--- config.mk ---
export PLATFORM = sky130hd
export DESIGN_NAME = pifm_panel_io
export DESIGN_NICKNAME = d
export VERILOG_FILES = /design/src/pkg/pifm_pkg.sv /design/src/logic/pifm_input_qualifier.sv /design/src/logic/pifm_panel_io.sv
export SDC_FILE = /design/constraint.sdc
export NUM_CORES = 2
export LEC_CHECK = 0
export ABC_CLOCK_PERIOD_IN_PS = 6400
export BUFFER_PORTS_ARGS = -buffer_cell sky130_fd_sc_hd__buf_2
export CORE_MARGIN = 4
export CORE_UTILIZATION = 35
export DETAILED_ROUTE_END_ITERATION = 6
export SYNTH_ARGS = -nofsm -noshare
export SYNTH_HDL_FRONTEND = slang
export SYNTH_SLANG_ARGS = --single-unit
--- constraint.sdc ---
create_clock -name sys_clk -period 6.4 [get_ports sys_clk]
set_clock_uncertainty 0.05 [all_clocks]
set_input_delay 1.28 -clock sys_clk [delete_from_list [all_inputs] [get_ports sys_clk]]
set_output_delay 1.28 -clock sys_clk [all_outputs]
set_load 0.02 [all_outputs]
--- src/pkg/pifm_pkg.sv ---
`default_nettype none
package pifm_pkg;
  // ----------------------------------------------------------------
  // Sizes and timing
  // ----------------------------------------------------------------
  localparam int NUM_IN = 8;
  localparam int NUM_OUT = 8;
  localparam int CODE_W = 16;
  localparam int DELAY_W = 16;
  localparam int CLK_PERIOD_NS = 10;
  localparam int TICK_TIME_NS = 1000000;
  localparam int TICK_CYCLES = TICK_TIME_NS / CLK_PERIOD_NS;

  // ----------------------------------------------------------------
  // Register byte offsets, each register one 32-bit word
  // ----------------------------------------------------------------
  localparam logic [7:0] IN_CFG_BASE = 8'h00;
  localparam logic [7:0] IN_DLY_BASE = 8'h20;
  localparam logic [7:0] OUT_CFG_BASE = 8'h40;
  localparam logic [7:0] STATUS_OFS = 8'h60;
  localparam logic [7:0] CONTROL_OFS = 8'h64;
  localparam int POL_BIT = 16;
  localparam int LOAD_DEFAULTS_BIT = 0;

  // ----------------------------------------------------------------
  // Function codes, stored as four decimal digits in hex nibbles
  // ----------------------------------------------------------------
  localparam logic [15:0] FN_UNUSED = 16'h0000;
  localparam logic [15:0] FN_REMOTE_START = 16'h2032;
  localparam logic [15:0] FN_MAN_START = 16'h2033;
  localparam logic [15:0] FN_MAN_STOP = 16'h2034;
  localparam logic [15:0] FN_EMERGENCY = 16'h4201;
  localparam logic [15:0] FN_HORN = 16'h3152;
  localparam logic [15:0] FN_OFFLINE = 16'h3156;

  // ----------------------------------------------------------------
  // Values after reset or after a load of defaults
  // ----------------------------------------------------------------
  localparam logic [NUM_IN*16-1:0] IN_FUNC_RESET = {
    FN_UNUSED, FN_UNUSED, FN_UNUSED, FN_UNUSED,
    FN_MAN_STOP, FN_MAN_START, FN_REMOTE_START, FN_EMERGENCY};
  localparam logic [NUM_OUT*16-1:0] OUT_FUNC_RESET = {
    FN_HORN, FN_OFFLINE, FN_UNUSED, FN_UNUSED,
    FN_UNUSED, FN_UNUSED, FN_UNUSED, FN_UNUSED};
  localparam logic [15:0] IN_DELAY_RESET = 16'h0000;
  localparam logic [31:0] BUS_WORD_RESET = 32'h0000_0000;
endpackage : pifm_pkg
`default_nettype wire

--- src/logic/pifm_input_qualifier.sv ---
`timescale 1ns/1ps
`default_nettype none
module pifm_input_qualifier
  import pifm_pkg::*;
#(
  parameter int DW = DELAY_W
) (
  input wire logic sys_clk,
  input wire logic srst,
  input wire logic rawIn,
  input wire logic invert,
  input wire logic tickEn,
  input wire logic [DW-1:0] delay,
  input wire logic delayOnRelease,
  output logic qualified
);
  logic level;
  logic qual_q;
  logic [DW-1:0] cnt_q;

  // Polarity acts on the raw pin, ahead of any timing.
  assign level = rawIn ^ invert;
  assign qualified = qual_q;

  // The counter restarts whenever the level returns to the accepted one,
  // so a glitch shorter than the delay less one tick never reaches the commands, except a release on an input whose release is immediate.
  always_ff @(posedge sys_clk) begin
    if (srst) begin
      qual_q <= 1'b0;
      cnt_q <= '0;
    end else if (level == qual_q) begin
      cnt_q <= '0;
    end else if (!level && !delayOnRelease) begin
      qual_q <= 1'b0;
      cnt_q <= '0;
    end else if (cnt_q >= delay) begin
      qual_q <= level;
      cnt_q <= '0;
    end else if (tickEn) begin
      cnt_q <= cnt_q + 1'b1;
    end
  end
endmodule : pifm_input_qualifier
`default_nettype wire

--- src/logic/pifm_panel_io.sv ---
// Contract
// - Eight inputs, each with its own function, delay and polarity.
// - Code 0000 ignored; code 2032 requests remote start, delayed both ways.
// - Codes 2033, 2034, 4201 delay activation only; release is immediate.
// - Input commands are forwarded to the controller over the active link.
// - Defaults: inputs 1..4 carry 4201, 2032, 2033, 2034.
// - Each output has its own function and polarity.
// - Eight outputs; 0000 unused, 3152 horn, 3156 offline; defaults 7=3156, 8=3152.
//
// The Avalon-MM interface to the registers and the address map were decided locally.
`timescale 1ns/1ps
`default_nettype none
module pifm_panel_io
  import pifm_pkg::*;
#(
  parameter int TICK_DIV = TICK_CYCLES,
  parameter int NIN = NUM_IN,
  parameter int NOUT = NUM_OUT
) (
  input wire logic sys_clk,
  input wire logic srst,
  input wire logic [7:0] avs_address,
  input wire logic avs_read,
  input wire logic avs_write,
  input wire logic [31:0] avs_writedata,
  input wire logic [3:0] avs_byteenable,
  output logic [31:0] avs_readdata,
  output logic avs_waitrequest,
  input wire logic [NIN-1:0] inPins,
  output logic [NOUT-1:0] outPins,
  input wire logic linkOnline,
  input wire logic hornRequest,
  output logic cmdRemoteStart,
  output logic cmdManualStart,
  output logic cmdManualStop,
  output logic cmdEmergencyStop
);
  // ----------------------------------------------------------------
  // Configuration state
  // ----------------------------------------------------------------
  logic [CODE_W-1:0] inFunc_q [NIN];
  logic [DELAY_W-1:0] inDelay_q [NIN];
  logic [NIN-1:0] inPol_q;
  logic [CODE_W-1:0] outFunc_q [NOUT];
  logic [NOUT-1:0] outPol_q;
  logic [NIN-1:0] inQual;
  logic [NOUT-1:0] outResult;
  logic [NOUT-1:0] outPins_q;
  logic waitReq_q;
  logic [31:0] rdData_q;
  logic [31:0] rdData_d;
  logic wrDo;
  logic loadDefaults;
  logic [2:0] regIdx;
  logic [31:0] tickCnt_q;
  logic tickEn_q;
  logic cmdRemoteStart_q;
  logic cmdManualStart_q;
  logic cmdManualStop_q;
  logic cmdEmergencyStop_q;
  logic remoteStart_d;
  logic manualStart_d;
  logic manualStop_d;
  logic emergency_d;

  function automatic logic [31:0] mergeBytes(input logic [31:0] old, input logic [31:0] nw,
                                             input logic [3:0] be);
    logic [31:0] res;
    res = old;
    for (int b = 0; b < 4; b++) begin
      if (be[b]) begin
        res[b*8 +: 8] = nw[b*8 +: 8];
      end
    end
    return res;
  endfunction : mergeBytes

  // ----------------------------------------------------------------
  // Avalon-MM slave: one wait cycle, then a one-cycle answer
  // ----------------------------------------------------------------
  assign regIdx = avs_address[4:2];
  assign wrDo = avs_write && !waitReq_q;
  assign loadDefaults = wrDo && avs_address == CONTROL_OFS && avs_byteenable[0]
                        && avs_writedata[LOAD_DEFAULTS_BIT];

  always_ff @(posedge sys_clk) begin
    if (srst) begin
      waitReq_q <= 1'b1;
    end else begin
      waitReq_q <= !((avs_read || avs_write) && waitReq_q);
    end
  end

  always_comb begin
    rdData_d = BUS_WORD_RESET;
    if (avs_address[7:5] == IN_CFG_BASE[7:5]) begin
      rdData_d = {15'h0000, inPol_q[regIdx], inFunc_q[regIdx]};
    end else if (avs_address[7:5] == IN_DLY_BASE[7:5]) begin
      rdData_d = {16'h0000, inDelay_q[regIdx]};
    end else if (avs_address[7:5] == OUT_CFG_BASE[7:5]) begin
      rdData_d = {15'h0000, outPol_q[regIdx], outFunc_q[regIdx]};
    end else if (avs_address == STATUS_OFS) begin
      rdData_d = {11'h000, cmdEmergencyStop_q, cmdManualStop_q, cmdManualStart_q,
                  cmdRemoteStart_q, linkOnline, outPins_q, inQual};
    end
    if (avs_address[1:0] != 2'h0) begin
      rdData_d = BUS_WORD_RESET;
    end
  end

  always_ff @(posedge sys_clk) begin
    if (srst) begin
      rdData_q <= BUS_WORD_RESET;
    end else if (avs_read && waitReq_q) begin
      rdData_q <= rdData_d;
    end
  end

  assign avs_waitrequest = waitReq_q;
  assign avs_readdata = rdData_q;

  // ----------------------------------------------------------------
  // Configuration registers, reloaded by reset or a load of defaults
  // ----------------------------------------------------------------
  always_ff @(posedge sys_clk) begin
    if (srst || loadDefaults) begin
      for (int i = 0; i < NIN; i++) begin
        inFunc_q[i] <= IN_FUNC_RESET[i*16 +: 16];
        inDelay_q[i] <= IN_DELAY_RESET;
        inPol_q[i] <= 1'b0;
      end
      for (int j = 0; j < NOUT; j++) begin
        outFunc_q[j] <= OUT_FUNC_RESET[j*16 +: 16];
        outPol_q[j] <= 1'b0;
      end
    end else if (wrDo && avs_address[1:0] == 2'h0) begin
      if (avs_address[7:5] == IN_CFG_BASE[7:5]) begin
        {inPol_q[regIdx], inFunc_q[regIdx]} <= 17'(mergeBytes(
          {15'h0000, inPol_q[regIdx], inFunc_q[regIdx]}, avs_writedata, avs_byteenable));
      end else if (avs_address[7:5] == IN_DLY_BASE[7:5]) begin
        inDelay_q[regIdx] <= 16'(mergeBytes({16'h0000, inDelay_q[regIdx]},
                                            avs_writedata, avs_byteenable));
      end else if (avs_address[7:5] == OUT_CFG_BASE[7:5]) begin
        {outPol_q[regIdx], outFunc_q[regIdx]} <= 17'(mergeBytes(
          {15'h0000, outPol_q[regIdx], outFunc_q[regIdx]}, avs_writedata, avs_byteenable));
      end
    end
  end

  // ----------------------------------------------------------------
  // Delay time base
  // ----------------------------------------------------------------
  always_ff @(posedge sys_clk) begin
    if (srst) begin
      tickCnt_q <= 32'h0000_0000;
      tickEn_q <= 1'b0;
    end else if (tickCnt_q >= 32'(TICK_DIV - 1)) begin
      tickCnt_q <= 32'h0000_0000;
      tickEn_q <= 1'b1;
    end else begin
      tickCnt_q <= tickCnt_q + 32'h0000_0001;
      tickEn_q <= 1'b0;
    end
  end

  // ----------------------------------------------------------------
  // Input qualification and command decode
  // ----------------------------------------------------------------
  for (genvar i = 0; i < NIN; i++) begin : gIn
    pifm_input_qualifier #(.DW(DELAY_W)) uQual (
      .sys_clk(sys_clk),
      .srst(srst),
      .rawIn(inPins[i]),
      .invert(inPol_q[i]),
      .tickEn(tickEn_q),
      .delay(inDelay_q[i]),
      .delayOnRelease(inFunc_q[i] == FN_REMOTE_START),
      .qualified(inQual[i])
    );
  end

  // Unused inputs never match a command code, so they stay silent.
  always_comb begin
    remoteStart_d = 1'b0;
    manualStart_d = 1'b0;
    manualStop_d = 1'b0;
    emergency_d = 1'b0;
    for (int i = 0; i < NIN; i++) begin
      remoteStart_d = remoteStart_d | (inQual[i] && inFunc_q[i] == FN_REMOTE_START);
      manualStart_d = manualStart_d | (inQual[i] && inFunc_q[i] == FN_MAN_START);
      manualStop_d = manualStop_d | (inQual[i] && inFunc_q[i] == FN_MAN_STOP);
      emergency_d = emergency_d | (inQual[i] && inFunc_q[i] == FN_EMERGENCY);
    end
  end

  // Command levels feed the link layer, which carries them over whichever
  // of the serial or network links is in use; this block is link neutral.
  always_ff @(posedge sys_clk) begin
    if (srst) begin
      cmdRemoteStart_q <= 1'b0;
      cmdManualStart_q <= 1'b0;
      cmdManualStop_q <= 1'b0;
      cmdEmergencyStop_q <= 1'b0;
    end else begin
      cmdRemoteStart_q <= remoteStart_d;
      cmdManualStart_q <= manualStart_d;
      cmdManualStop_q <= manualStop_d;
      cmdEmergencyStop_q <= emergency_d;
    end
  end

  assign cmdRemoteStart = cmdRemoteStart_q;
  assign cmdManualStart = cmdManualStart_q;
  assign cmdManualStop = cmdManualStop_q;
  assign cmdEmergencyStop = cmdEmergencyStop_q;

  // ----------------------------------------------------------------
  // Output functions
  // ----------------------------------------------------------------
  always_comb begin
    for (int j = 0; j < NOUT; j++) begin
      case (outFunc_q[j])
        FN_HORN: outResult[j] = hornRequest;
        FN_OFFLINE: outResult[j] = !linkOnline;
        default: outResult[j] = 1'b0;
      endcase
    end
  end

  always_ff @(posedge sys_clk) begin
    if (srst) begin
      outPins_q <= '0;
    end else begin
      outPins_q <= outResult ^ outPol_q;
    end
  end

  assign outPins = outPins_q;

  // ----------------------------------------------------------------
  // Assertions
  // ----------------------------------------------------------------
  logic noCmdCodes;
  always_comb begin
    noCmdCodes = 1'b1;
    for (int i = 0; i < NIN; i++) begin
      if (inFunc_q[i] != FN_UNUSED) begin
        noCmdCodes = 1'b0;
      end
    end
  end
endmodule : pifm_panel_io
`default_nettype wire

==> key figures <==
Timing
  – Final Hold Viols: 0
  – RSZ-0062 raised after global routing: false
  – Max Freq: roughly 250 MHz
  – Worst Tran Pin Value: roughly 1.3 ns
  – Normalized max-slew margin: 11.1%
  – Post-Route Setup TNS: 0 ns
  – Final Slew Violations: 0
  – Fin crit period: roughly 3.9 ns
  – Final period util: 61.5%
  – Endpoints failing setup: 0
  – WHS: 0.405 ns

Drt
  – # DRC: 4
  – Via count: 24600
  – DRT iter0 DRCs: 2516
  – Drt pass-1 iters: 7
  – ANT nets after route: 0
  – Final WL: 96100 um
  – Vias/cell: 5.39
  – Wire per inst: roughly 21 um

Critical path
  – Arrival @ worst endpoint: 4.11 ns
  – Reg2reg start: avs_waitrequest
  – Worst r2r dst: inDelay_q[3][1]
  – Required time worst endpoint: 6.57 ns
  – R2R Setup Slk: 2.96 ns
  – Critical Path Source Type: primary input
  – Cell count of the worst reg-to-reg path: 4
  – Crit Path Category: in -> reg
  – Worst Setup End Kind: register
  – Crit path max fanout: 17

CTS
  – CTS Buffer Depth: 3
  – Postcts setup bufs: 0
  – Post-CTS Hold Fix Bufs: 0
  – Clk sinks: 603
  – CTS clk-pin slew, worst paths: 0.06 ns
  – Total CTS buffers: 67
  – Post-CTS sizing: 0
  – Clock Tree Root: clkbuf_16
  – Worst-skew pair later-pin latency: 0.62 ns
  – CTS tree: built
  – H-tree levels: 3

Die
  – Initial core utilization: 35.3%
  – Die width: between 300 and 400 um
  – DIE AREA: 92500 sq um
  – Die height: ~300 um
  – Core box area: 86900 sq um
  – IO Pins: about 100
  – # rows: between 100 and 150

Power and ir drop
  – Leakage power: 12.1 nW
  – VDD IR max: 0.000174 V
  – Pwr dens: 245 nW/um^2
  – PnR Total Power: 8.34 mW

Global route
  – Initial antenna violation count: 2
  – First-pass GRT wire length: 145000 um
  – Pin count of the biggest net entering global routing: 91
  – GRT Util Overall: 20.1%
  – Grt total ovfl: 0
  – Vias in the first global route: 23000

Worst hold path
  – Hold WC Path Type: reg -> reg
  – Hold path start: avs_readdata[18]
  – Worst Hold End: avs_readdata[18]
  – WHS Path Cells: 2

Synthesis
  – Top FF cell, synth: dfxtp_1
  – Mean Syn Cell Area: 9.16 sq um
  – Register area share after synthesis: between 40% and 50%
  – Cell count after synthesis: 3349
  – FF+latch count, synth: 603
  – Yosys warning count: 0
  – Syn Std Cell Area: just over 30000 sq um
  – Number of synthesized flops with an enable pin: about 130
  – Netlist cell types: 87
  – FFs w/ async S/R, synth: 0%

Placement
  – Post-DP HPWL: 69000 um
  – # port buffers: 75
  – Routability cong.: approximately 1
  – Inst Count DP: 4453

Layout
  – Filler instances: 8607
  – Final Non-Filler Cells: roughly 4600
  – Nets@finish: 3562
  – Layout cells sized above 1: 12.3%
  – Most common cell after layout, fill and taps aside: nand2_1
  – Commonest cells after routing, fill and taps aside: nand2_1 (670), dfxtp_1 (474), nor2_1 (415)
  – Sequential cell area: around 13000 sq um
  – Synth-to-layout area growth: 10.8%
  – Post-layout util: between 30 and 40%
  – Multi-input gate area: 16000 sq um

Run status
  – Failing checks: DRC
  – Status: finished with violations

Run
  – Max-cap violation count: 0
==> how the worst max path moves through the flow <==
stage	start	to	slack, ns
floorplan	avs_address[1]	inDelay_q[0][0]	3.00
global placement	avs_address[1]	inDelay_q[5][1]	2.04
detailed placement	avs_address[1]	inDelay_q[5][1]	2.00
CTS	avs_address[1]	inDelay_q[5][0]	2.64
global route	avs_address[4]	inDelay_q[5][2]	2.39
finish	avs_address[1]	inDelay_q[3][1]	2.46
==> critical path, cell delays in order <==
cell      delay [ns]
buf_2           0.10
nor2_1          0.42
nand3b_1        0.34
nor4_4          0.68
nand2_2         0.47
nand2_1         0.80
==> synthesized netlist by cell type, drive strengths merged (51+ instances only) <==
master | count | area [sq um]
a21oi | 307 | 1540
xnor2 | 59 | 517
buf | 112 | 706
ha | 137 | 1710
xor2 | 93 | 815
nor2 | 435 | 1680
mux4 | 100 | 2260
inv | 152 | 571
clkbuf | 51 | 191
nand4 | 63 | 394
dfxtp | 475 | 9510
nand2 | 679 | 2570
edfxtp | 128 | 3840
==> per-stage QoR <==
stage / cell area [sq um] / setup WS, ns
finish: 34000 / 2.46
CTS: 34000 / 2.64
detailed placement: 31800 / 2.00
global placement: 31800 / 2.04
global route: 34000 / 2.39
floorplan: 30800 / 3.00
==> power breakdown <==
part / switching, mW / internal [mW]
Sequential: 0.0425 / 3.92
Clock: 1.64 / 2.22
Combinational: 0.361 / 0.156
==> cell families (layout without fill, tap and decap cells) <==
kind of cell	after synthesis	after routing	share of synthesized area, %
mux	167	167	9.74
fa+ha+maj	137	137	5.59
other cells	1	27	0.0122
flops	603	603	43.5
compound gates	517	517	10.3
simple gates	1457	1457	21.7
buf+inv	315	359	4.78
xor+xnor	152	152	4.34
==> layout make-up <==
class | count | share of cell area (%)
repair buffers | 87 | 1.50
flip-flops and latches | 603 | 39.3
diodes | 1 | 0.00736
inverters | 152 | 1.68
clock inverters | 24 | 0.681
clock buffers | 96 | 5.64
well taps | 1155 | 4.25
multi-input cells | 2456 | 47.0
==> routing by layer <==
layer | wire length, um | share of wire (%) | up-vias | GRT usage [%]
met5 | 0 | 0 | - | 0
met4 | 3450 | 3.6 | 0 | 6.90
met3 | 8690 | 9.0 | 166 | 4.56
met2 | 41200 | 43 | 1007 | 29.9
met1 | 42800 | 45 | 11800 | 28.7
li1 | - | - | 11700 | -
==> registers in the layout, indices dropped and copies added (netlist names) <==
signal               flops
avs_readdata            21
avs_waitrequest          1
cmdEmergencyStop         1
cmdManualStart           1
cmdManualStop            1
cmdRemoteStart           1
gIn.uQual.cnt_q        128
gIn.uQual.qualified      8
inDelay_q              128
inFunc_q               128
inPol_q                  8
outFunc_q              128
outPins                  8
outPol_q                 8
tickCnt_q               32
tickEn_q                 1
Power figures use the tool's default switching activity.
